## config.mk

```make
export PLATFORM = sky130hd
export DESIGN_NAME = tmr1c_timer
export DESIGN_NICKNAME = d
export VERILOG_FILES = /design/src/tmr1c_pkg.sv /design/src/tmr1c_edge_sync.sv /design/src/tmr1c_prescaler.sv /design/src/tmr1c_timer.sv
export VERILOG_INCLUDE_DIRS = /design/src
export SDC_FILE = /design/constraint.sdc
export NUM_CORES = 1
export LEC_CHECK = 0
export ABC_CLOCK_PERIOD_IN_PS = 2410
export BUFFER_PORTS_ARGS = -buffer_cell sky130_fd_sc_hd__buf_2
export CELL_PAD_IN_SITES_DETAIL_PLACEMENT = 0
export CELL_PAD_IN_SITES_GLOBAL_PLACEMENT = 1
export CORE_UTILIZATION = 34
export CTS_CLUSTER_SIZE = 40
export DETAILED_ROUTE_END_ITERATION = 12
export PLACE_DENSITY_LB_ADDON = 0.1
export SETUP_SLACK_MARGIN = 0.3
export SLEW_MARGIN = 20
export SYNTH_ARGS = -nofsm -noshare
export SYNTH_HDL_FRONTEND = slang
export SYNTH_HIERARCHICAL = 1
export SYNTH_SLANG_ARGS = --single-unit
```

## constraint.sdc

```tcl
create_clock -name clk -period 2.41 [get_ports clk]
set_input_delay 0 -clock clk [delete_from_list [all_inputs] [get_ports clk]]
set_output_delay 0 -clock clk [all_outputs]
set_load 0.03 [all_outputs]
```

## src/tmr1c_defines.svh

```systemverilog
// tmr1c_defines.svh: offsets, field positions, reset values and timing counts for the timer
// assumes it is included by bare name from every file that needs it
`ifndef TMR1C_DEFINES_SVH
`define TMR1C_DEFINES_SVH

// ****************************************************************
// register word addresses (byte offsets, one aligned word each)
// ****************************************************************
`define TMR1C_OFS_CTRL      6'h00
`define TMR1C_OFS_COUNT     6'h04
`define TMR1C_OFS_STATUS    6'h08
`define TMR1C_OFS_MASK      6'h0c
`define TMR1C_OFS_GATE      6'h10

// ****************************************************************
// control register fields
// ****************************************************************
`define TMR1C_CS_HI         7
`define TMR1C_CS_LO         6
`define TMR1C_PS_HI         5
`define TMR1C_PS_LO         4
`define TMR1C_OSCEN_BIT     3
`define TMR1C_SYNC_BIT      2
`define TMR1C_RUN_BIT       0
`define TMR1C_CTRL_WMASK    8'hfd
`define TMR1C_CTRL_RESET    8'h00

// ****************************************************************
// status / mask fields
// ****************************************************************
`define TMR1C_ST_GATE_BIT   0
`define TMR1C_ST_OVF_BIT    1
`define TMR1C_ST_RESET      2'h0

// ****************************************************************
// timing
// ****************************************************************
`define TMR1C_INSTR_DIV     4

`endif

```

## src/tmr1c_pkg.sv

```systemverilog
// tmr1c_pkg.sv: types shared by the timer control files
// assumes tmr1c_defines.svh holds the numbers
package tmr1c_pkg;

  typedef enum logic [1:0] {
    TMR1C_SRC_INSTR = 2'b00,
    TMR1C_SRC_SYS   = 2'b01,
    TMR1C_SRC_EXT   = 2'b10,
    TMR1C_SRC_CAP   = 2'b11
  } tmr1c_src_t;

  typedef enum logic [1:0] {
    TMR1C_BUS_IDLE = 2'b00,
    TMR1C_BUS_ACK  = 2'b01
  } tmr1c_bus_t;

endpackage

```

## src/tmr1c_edge_sync.sv

```systemverilog
// tmr1c_edge_sync.sv: two-flop synchroniser with rising edge pulse
// assumes one clock; raw input may be asynchronous
`timescale 1ns/1ps
`include "tmr1c_defines.svh"
module tmr1c_edge_sync (
  input  wire logic clk,
  input  wire logic reset_n,
  input  wire logic bypass,
  input  wire logic raw_in,
  output logic      rise_pulse
);
  logic meta_r;
  logic sync_r;
  logic last_r;
  logic sel_lvl;

  always_ff @(posedge clk or negedge reset_n) begin
    if (!reset_n) begin
      meta_r <= 1'b0;
      sync_r <= 1'b0;
      last_r <= 1'b0;
    end else begin
      meta_r <= raw_in;
      sync_r <= meta_r;
      last_r <= sel_lvl;
    end
  end

  // bypass takes the raw level, two flops shorter latency, no metastability guard
  always_comb begin
    sel_lvl    = bypass ? raw_in : sync_r;
    rise_pulse = sel_lvl & ~last_r;
  end
endmodule

```

## src/tmr1c_prescaler.sv

```systemverilog
// tmr1c_prescaler.sv: divides a tick stream by 1, 2, 4 or 8
// assumes ticks are one-cycle pulses of the system clock
`timescale 1ns/1ps
`include "tmr1c_defines.svh"
module tmr1c_prescaler #(
  parameter int WIDTH = 3
) (
  input  wire logic       clk,
  input  wire logic       reset_n,
  input  wire logic       clear,
  input  wire logic [1:0] ratio_sel,
  input  wire logic       tick_in,
  output logic            tick_out
);
  logic [WIDTH-1:0] cnt_r;
  logic [WIDTH-1:0] cnt_nxt;
  logic [WIDTH-1:0] top;

  // refused at elaboration: a 1:8 ratio needs a count of seven
  if (WIDTH < 3) begin : g_bad_width
    $error("prescaler needs at least three bits");
  end

  always_comb begin
    top      = WIDTH'((1 << ratio_sel) - 1);
    tick_out = tick_in && (cnt_r >= top);
    cnt_nxt  = cnt_r;
    if (clear) begin
      cnt_nxt = '0;
    end else if (tick_in) begin
      cnt_nxt = (cnt_r >= top) ? '0 : WIDTH'(cnt_r + 1'b1);
    end
  end

  always_ff @(posedge clk or negedge reset_n) begin
    if (!reset_n) begin
      cnt_r <= '0;
    end else begin
      cnt_r <= cnt_nxt;
    end
  end
endmodule

```

## src/tmr1c_timer.sv

```systemverilog
// tmr1c_timer.sv: timer clock source, prescale, run and gate-event control with wishbone regs
// assumes classic wishbone slave on clk; ext/crystal/cap inputs are slow levels
//
// Chosen here: register access over Wishbone and the address map.
`timescale 1ns/1ps
`include "tmr1c_defines.svh"
module tmr1c_timer #(
  parameter int CNT_W = 16
) (
  input  wire logic        clk,
  input  wire logic        reset_n,
  input  wire logic        wb_cyc_i,
  input  wire logic        wb_stb_i,
  input  wire logic        wb_we_i,
  input  wire logic [5:0]  wb_adr_i,
  input  wire logic [3:0]  wb_sel_i,
  input  wire logic [31:0] wb_dat_i,
  output logic [31:0]      wb_dat_o,
  output logic             wb_ack_o,
  input  wire logic        ext_clock_pin,
  input  wire logic        crystal_pins,
  input  wire logic        cap_sense_osc,
  input  wire logic        gate_in,
  output logic             dedicated_osc_enable,
  output logic [CNT_W-1:0] count_value,
  output logic             irq
);

  // refused at elaboration: the count register is one bus word
  if (CNT_W < 8 || CNT_W > 32) begin : g_bad_width
    $error("counter width must be 8 to 32");
  end

  // ****************************************************************
  // register state
  // ****************************************************************
  logic [7:0]       ctrl_r;
  logic [7:0]       ctrl_nxt;
  logic [1:0]       status_r;
  logic [1:0]       status_nxt;
  logic [1:0]       mask_r;
  logic [1:0]       mask_nxt;
  logic [CNT_W-1:0] cnt_r;
  logic [CNT_W-1:0] cnt_nxt;
  logic             gate_ff_r;
  logic             gate_ff_nxt;
  logic             gate_last_r;
  logic [1:0]       div_r;
  logic [1:0]       div_nxt;
  logic [31:0]      rdata_r;
  logic [31:0]      rdata_nxt;
  tmr1c_pkg::tmr1c_bus_t bus_r;
  tmr1c_pkg::tmr1c_bus_t bus_nxt;

  // ****************************************************************
  // control fields
  // ****************************************************************
  logic [1:0] clock_source_select;
  logic [1:0] input_prescale_select;
  logic       ext_clock_sync_ctrl;
  logic       counter_run;

  always_comb begin
    clock_source_select   = ctrl_r[`TMR1C_CS_HI:`TMR1C_CS_LO];
    input_prescale_select = ctrl_r[`TMR1C_PS_HI:`TMR1C_PS_LO];
    dedicated_osc_enable  = ctrl_r[`TMR1C_OSCEN_BIT];
    ext_clock_sync_ctrl   = ctrl_r[`TMR1C_SYNC_BIT];
    counter_run           = ctrl_r[`TMR1C_RUN_BIT];
    count_value           = cnt_r;
  end

  // ****************************************************************
  // clock source selection
  // ****************************************************************
  logic ext_raw;
  logic ext_tick;
  logic cap_tick;
  logic instr_tick;
  logic src_tick;
  logic ext_bypass;
  logic pre_tick;

  // sync bit only has meaning for external sources
  always_comb begin
    ext_raw    = dedicated_osc_enable ? crystal_pins : ext_clock_pin;
    ext_bypass = clock_source_select[1] & ext_clock_sync_ctrl;
  end

  tmr1c_edge_sync u_ext_sync (
    .clk        (clk),
    .reset_n    (reset_n),
    .bypass     (ext_bypass),
    .raw_in     (ext_raw),
    .rise_pulse (ext_tick)
  );

  // cap oscillator is always synchronised: it is free running and unrelated to clk
  tmr1c_edge_sync u_cap_sync (
    .clk        (clk),
    .reset_n    (reset_n),
    .bypass     (1'b0),
    .raw_in     (cap_sense_osc),
    .rise_pulse (cap_tick)
  );

  always_comb begin
    div_nxt    = 2'(div_r + 1'b1);
    instr_tick = (div_r == 2'(`TMR1C_INSTR_DIV - 1));
    case (tmr1c_pkg::tmr1c_src_t'(clock_source_select))
      tmr1c_pkg::TMR1C_SRC_CAP:   src_tick = cap_tick;
      tmr1c_pkg::TMR1C_SRC_EXT:   src_tick = ext_tick;
      tmr1c_pkg::TMR1C_SRC_SYS:   src_tick = 1'b1;
      tmr1c_pkg::TMR1C_SRC_INSTR: src_tick = instr_tick;
      default:                    src_tick = 1'b0;
    endcase
  end

  tmr1c_prescaler #(
    .WIDTH (3)
  ) u_pre (
    .clk       (clk),
    .reset_n   (reset_n),
    .clear     (~counter_run),
    .ratio_sel (input_prescale_select),
    .tick_in   (src_tick & counter_run),
    .tick_out  (pre_tick)
  );

  // ****************************************************************
  // counter, gate flip-flop, events
  // ****************************************************************
  logic       gate_fall;
  logic       ovf_evt;
  logic [1:0] evt;
  logic       bus_req;
  logic       wr_en;
  logic       rd_en;
  logic [31:0] wmask;

  always_comb begin
    bus_req   = wb_cyc_i & wb_stb_i & (bus_r == tmr1c_pkg::TMR1C_BUS_IDLE);
    wr_en     = bus_req & wb_we_i;
    rd_en     = bus_req & ~wb_we_i;
    wmask     = {{8{wb_sel_i[3]}}, {8{wb_sel_i[2]}}, {8{wb_sel_i[1]}}, {8{wb_sel_i[0]}}};
    gate_fall = gate_last_r & ~gate_in;
    ovf_evt   = counter_run & pre_tick & (&cnt_r);
    evt       = 2'h0;
    evt[`TMR1C_ST_GATE_BIT] = gate_fall;
    evt[`TMR1C_ST_OVF_BIT]  = ovf_evt;

    cnt_nxt = cnt_r;
    if (wr_en && wb_adr_i == `TMR1C_OFS_COUNT) begin
      cnt_nxt = (cnt_r & ~wmask[CNT_W-1:0]) | (wb_dat_i[CNT_W-1:0] & wmask[CNT_W-1:0]);
    end else if (counter_run && pre_tick) begin
      cnt_nxt = CNT_W'(cnt_r + 1'b1);
    end

    gate_ff_nxt = gate_ff_r;
    if (!counter_run) begin
      gate_ff_nxt = 1'b0;
    end else if (gate_fall) begin
      gate_ff_nxt = ~gate_ff_r;
    end
  end

  always_ff @(posedge clk or negedge reset_n) begin
    if (!reset_n) begin
      cnt_r       <= '0;
      gate_ff_r   <= 1'b0;
      gate_last_r <= 1'b0;
      div_r       <= 2'h0;
    end else begin
      cnt_r       <= cnt_nxt;
      gate_ff_r   <= gate_ff_nxt;
      gate_last_r <= gate_in;
      div_r       <= div_nxt;
    end
  end

  // ****************************************************************
  // wishbone slave and registers
  // ****************************************************************
  always_comb begin
    ctrl_nxt   = ctrl_r;
    mask_nxt   = mask_r;
    status_nxt = status_r;
    rdata_nxt  = rdata_r;
    bus_nxt    = tmr1c_pkg::TMR1C_BUS_IDLE;
    if (bus_req) begin
      bus_nxt = tmr1c_pkg::TMR1C_BUS_ACK;
    end
    if (wr_en && wb_sel_i[0]) begin
      case (wb_adr_i)
        `TMR1C_OFS_CTRL: ctrl_nxt = wb_dat_i[7:0] & `TMR1C_CTRL_WMASK;
        `TMR1C_OFS_MASK: mask_nxt = wb_dat_i[1:0];
        default:         ctrl_nxt = ctrl_r;
      endcase
    end
    if (rd_en) begin
      case (wb_adr_i)
        `TMR1C_OFS_CTRL:   rdata_nxt = {24'h0, ctrl_r};
        `TMR1C_OFS_COUNT:  rdata_nxt = 32'(cnt_r);
        `TMR1C_OFS_STATUS: rdata_nxt = {30'h0, status_r};
        `TMR1C_OFS_MASK:   rdata_nxt = {30'h0, mask_r};
        `TMR1C_OFS_GATE:   rdata_nxt = {30'h0, gate_ff_r, gate_in};
        default:           rdata_nxt = 32'h0;
      endcase
      // read of status clears it
      if (wb_adr_i == `TMR1C_OFS_STATUS) begin
        status_nxt = 2'h0;
      end
    end
    // set wins over the read clear in the same cycle
    status_nxt = status_nxt | evt;
  end

  always_ff @(posedge clk or negedge reset_n) begin
    if (!reset_n) begin
      ctrl_r   <= `TMR1C_CTRL_RESET;
      mask_r   <= `TMR1C_ST_RESET;
      status_r <= `TMR1C_ST_RESET;
      rdata_r  <= 32'h0;
      bus_r    <= tmr1c_pkg::TMR1C_BUS_IDLE;
    end else begin
      ctrl_r   <= ctrl_nxt;
      mask_r   <= mask_nxt;
      status_r <= status_nxt;
      rdata_r  <= rdata_nxt;
      bus_r    <= bus_nxt;
    end
  end

  always_comb begin
    wb_ack_o = (bus_r == tmr1c_pkg::TMR1C_BUS_ACK);
    wb_dat_o = rdata_r;
    irq      = |(status_r & mask_r);
  end
endmodule

```

# Yosys cells after proc, flatten, opt, wreduce, memory -nomap -nowiden
# Cells that the tools add are included.
# Widths: inputs -> output; s select.
[word_totals]
regBits = 74
latchBits = 0
mem_bits_rw = 0
romBits = 0
output_inout_bits = 51
wordCells = 81
n_memories = 0
[classes]
n_addsub = 4
multipliers = 0
div_mod_pow = 0
n_lt_le_gt_ge = 1
eq_ne = 11
n_shift = 1
n_mux = 14
bitwise_logic = 22
n_reduce_logical = 12
[ops]
columns = ["operator", "count"]
rows = [
  ["$pmux 16 s5", 1],
  ["$and 16x16->16", 2],
  ["$mux 16", 2],
  ["$add 16x1->16 const B", 1],
  ["$not 16->16", 1],
  ["$or 16x16->16", 1],
  ["$reduce_and 16->1", 1],
  ["$eq 6x4->1 const B", 2],
  ["$and 1x1->1", 11],
  ["$mux 3", 3],
  ["$eq 2x2->1 const B", 3],
  ["$eq 6x3->1 const B", 1],
  ["$eq 6x5->1 const B", 1],
  ["$logic_not 6->1", 1],
  ["$mux 1", 5],
  ["$not 1->1", 5],
  ["$eq 2x1->1 const B", 2],
  ["$logic_and 1x1->1", 4],
  ["$logic_not 2->1", 2],
  ["$mux 2", 2],
  ["$ne 2x1->1 const B", 2],
  ["$pmux 1 s4", 1],
  ["$reduce_and 2->1", 2],
  ["$add 3x1->3 const B", 1],
  ["8 further kinds", 8],
]

# Depth between registers and ports, before layout
[logic_depth]
depth_word = 9
mapped_depth = 12
ltp_nobuf = 11

# Hierarchy
# Netlist, hierarchy kept.
[by_module_without_submodules]
columns = ["mod", "n_inst", "cells_per_inst", "area_each_um2"]
rows = [
  ["tmr1c_timer", 1, 241, 2544.9],
  ["tmr1c_prescaler", 1, 27, 259.0],
  ["tmr1c_edge_sync", 2, 5, 103.8],
]

# Worst setup path after synthesis
# No wires, ideal clock.
[synth_path]
path_kind = "register to register"
startpoint = "reg ctrl_r[3]"
endpoint = "reg (tool-made name)"
t_arrival_ns = 2.757
required_time_ns = 2.266
path_slack_ns = -0.491
stages_incl_launch_ff = 12
period_less_slack_ns = 2.901
cell_sequence = "dfrtp_1 > mux2_2 > mux2_4 > nor2b_4 > mux2_2 > o221a_2 > and2_2 > and2_1 > o31a_4 > and3_4 > nor3_2 > a211oi_2"
[synth_lines]
columns = ["element", "line", "rtl"]
rows = [
  ["start: declaration", "tmr1c_timer.sv:37", "logic [7:0] ctrl_r;"],
  ["start signal: assignment", "tmr1c_timer.sv:219", "ctrl_r <= `TMR1C_CTRL_RESET;"],
  ["start signal: assignment", "tmr1c_timer.sv:225", "ctrl_r <= ctrl_nxt;"],
]

==> summary.md <==
| Metric | Value |
|---|---|
| Status | finished, violations left |
| Violated checks | setup timing |
| Routed wl met2 | ~3500 um |
| Vias per cell | 5.06 |
| Register bit total from synthesis | 57 |
| Worst hold start | crystal_pins |
| # DRC | 0 |
| Slew headroom | 0.628 |
| Worst Path Max Fanout | 6 |
| Sequential share of power | 0.432 |
| P&R area growth vs syn | 38.5% |
| Vias in the first global route | 2455 |
| Yosys top cell area share | 0.474 |
| Worst hold endpoint | u_ext_sync/last_r |
| CTS tree | built |
| Initial antenna violation count | 0 |
| R2r startpoint | ctrl_r[3] |
| Gr usage total | 0.189 |
| WS Path Type | reg2reg |
| Port Buffers | 67 |
| Slowest stage delay, CP | 0.41 ns |
| Routed length on met3 | 362 um |
| Sequential area share after synthesis | 0.474 |
| Commonest non-fill, non-tap cell in the layout | buf_2 |
| N_diodes | 0 |
| Final Max Tran Viols | 0 |
| Clock skew | 0.00682 ns |
| Max_cap viols | 0 |
| Clock power share | 0.470 |
| Comb power frac | 0.097 |
| Final net count | ~450 |
| I/O pin count | about 100 |
| Number of flops mapped to enable cells by yosys | 0 |
| Ys Warns | 6 |
| Syn Inst Count | 278 |
| Worst slack, placed | -0.226 ns |
| Worst endpoint data arrival time | 2.82 ns |
| F_max | 0.385 GHz |
| Hold path cells | 3 |
| Stages on the worst setup path | 12 |
| Pwr dens | 554 nW/um2 |
| Routed len/inst | ~16 um |
| Yosys top cell by area | dfrtp_1 |
| Site Rows | 33 |
| Slowest-stage cell, CP | dfrtp_2 |
| Period utilisation layout | 1.08 |
| Placed Area | 3520 um2 |
| Pre-Repair DR Iteration Count | 4 |
| Psw | between 500 and 600 uW |
| FF-to-FF setup slack | -0.19 ns |
| Worst-Margin Slew | 0.557 ns |
| Die height | 96.1 um |
| Worst-case reg-to-reg path depth | 12 |
| Fin crit period | 2.60 ns |
| Asr flop ratio synth | 1.00 |
| Via total after detailed routing | about 2.6k |
| Routed Antenna Nets | 0 |
| Hold Path Class | in2reg |
| CP delay by family, top | multiplexers |
| Clock Path Buffers | 2 |
| Final non-filler cell total | 506 |
| Setup WS post-layout | -0.185 ns |
| Post-synthesis area per instance | 10.8 um2 |
| RSZ-0062 raised after global routing | yes |
| Routed WL | 7880 um |
| CTS root buf | clkbuf_8 |
| Sw frac | 0.243 |
| Leak | between 2 and 2.5 nW |
| Worst-path cell chain | mux2_4 > mux2_4 > nor2b_4 > mux2_4 > o221a_4 > and2_4 > and2_4 > buf_4 > o31a_4 > buf_4 > nor3_2 > nor2_1 |
| CTS Buf Count | 9 |
| H-tree Lvls | 3 |
| Final hold vios | 0 |
| Clk Latency, worst-skew pair | approximately 0.34 ns |
| Largest net degree at the start of global routing | 23 |
| Synth area leaders | dfrtp_1, mux2_2, buf_4 |
| Final setup fails | 17 |
| Synthesized cell area | 3010 um2 |
| Crit path buf inv count | 2 |
| CP dominant cell by count | mux2_4 |
| First-pass GRT wire length | 12800 um |
| Core Area | 8380 um2 |
| Total grt overflow | 0 |
| Placed Cells | 458 |
| Most frequent cells in the layout | buf_2, dfrtp_1, nand2_1 |
| Setup crit end kind | flip-flop |
| DRT iter0 DRCs | around 110 |
| Int Pwr | between 1.5 and 2 mW |
| Share of cells above drive strength 1 | 0.399 |
| Initial Util | 0.359 |
| Clock slew at reported path FFs | 0.07 ns |
| Peak supply drop | 0.292 mV |
| Sinks on Clock Net | 57 |
| WP data required | 2.64 ns |
| Post-synth cell types | 64 |
| Die area | just over 9000 um2 |
| Tot Pwr | roughly 2.3 mW |
| Main flop type after synthesis | dfrtp_1 |
| Routability congestion estimate | 0.788 |
| Fin area | 4170 um2 |
| Final Util | 0.498 |
| Crit path launch type | flip-flop |
| Die X | 96.1 um |
| HPWL after detailed placement | 5640 um |
| Top layer used by detailed routing | met4 |
| Routed met1 length | 3900 um |
[area by class of cell]
class | count | area, um2
inverter | 6 | 22.5
sequential | 57 | 1430
tap | 105 | 131
timing repair buffer | 114 | 764
clock inverter | 7 | 119
fill | 805 | 4210
clock buffer | 9 | 124
multi-input combinational | 208 | 1580
[power by group through the flow]
stage | Clock [mW] | Sequential [mW] | Combinational, mW
after floorplan | 0 | 1.03 | 0.114
after global placement | 0 | 1.02 | 0.197
after global routing | 1.16 | 1.00 | 0.249
final | 1.09 | 0.999 | 0.225
after detailed placement | 0 | 1.02 | 0.197
after CTS | 1.11 | 0.999 | 0.227
[metrics by stage]
| step | hold slack, ns | TNS [ns] |
|---|---|---|
| 3_3_place_gp | -0.00935 | -1.79 |
| 2_1_floorplan | -0.296 | -3.00 |
| 5_1_grt | 0.0524 | -3.79 |
| 6_report | 0.0443 | -2.12 |
| 3_5_place_dp | -0.0169 | -2.22 |
| 4_1_cts | 0.0371 | -2.19 |
[worst max-delay path by stage]
stage / from / slack, ns / end
after floorplan: ctrl_r[3] / -0.30 / flip-flop
after global placement: ctrl_r[3] / -0.19 / flip-flop
after detailed placement: ctrl_r[3] / -0.23 / flip-flop
after CTS: ctrl_r[3] / -0.21 / flip-flop
after global routing: ctrl_r[3] / -0.28 / flip-flop
final: ctrl_r[3] / -0.19 / flip-flop
[tightest hold or removal path: stages]
cell,delay [ns]
buf_2,0.08
mux2_4,0.13
mux2_4,0.14
[cell usage after synthesis, drive strengths merged, types with 2 or more instances]
master,number
o31ai,2
a31oi,2
nor3,7
dfrtp,57
or3,4
a221oi,2
mux2i,9
a311oi,2
a211oi,3
nor2,20
a22o,9
clkbuf,3
mux2,13
ha,6
and3,4
o311ai,2
nand4,5
a21oi,3
and4,4
or2,2
nor4,2
inv,6
nand3b,3
o211ai,6
buf,21
nand3,11
and2,4
nor2b,5
o22ai,3
o21ai,15
nand2,28
[cells by family (layout without fill, tap and decap cells)]
family | after synthesis | count (layout) | share of synthesized area
compound gates | 57 | 58 | 0.152
buf+inv | 30 | 136 | 0.0636
xor+xnor | 2 | 2 | 0.00582
flops | 57 | 57 | 0.474
other cells | 1 | 17 | 0.00125
mux | 22 | 22 | 0.0810
fa+ha+maj | 6 | 6 | 0.0249
simple gates | 103 | 103 | 0.198
[what timing repair did]
action / in CTS / in global routing
pin swaps: 12 / 11
endpoints found under the setup margin: 18 / 20
cloned: 1 / 0
hold endpoints to repair: 46 / 0
buffers inserted: 6 / 2
hold buffers: 23 / 0
gates resized for setup: 13 / 14
[layer usage]
metal | vias to the layer above | global-route usage
met1 | 1246 | 0.269
met2 | 71 | 0.283
met4 | 0 | 0.0672
met3 | 9 | 0.0387
li1 | 1233 | -
met5 | - | 0
Note: power is estimated with default switching activity, not from simulation.
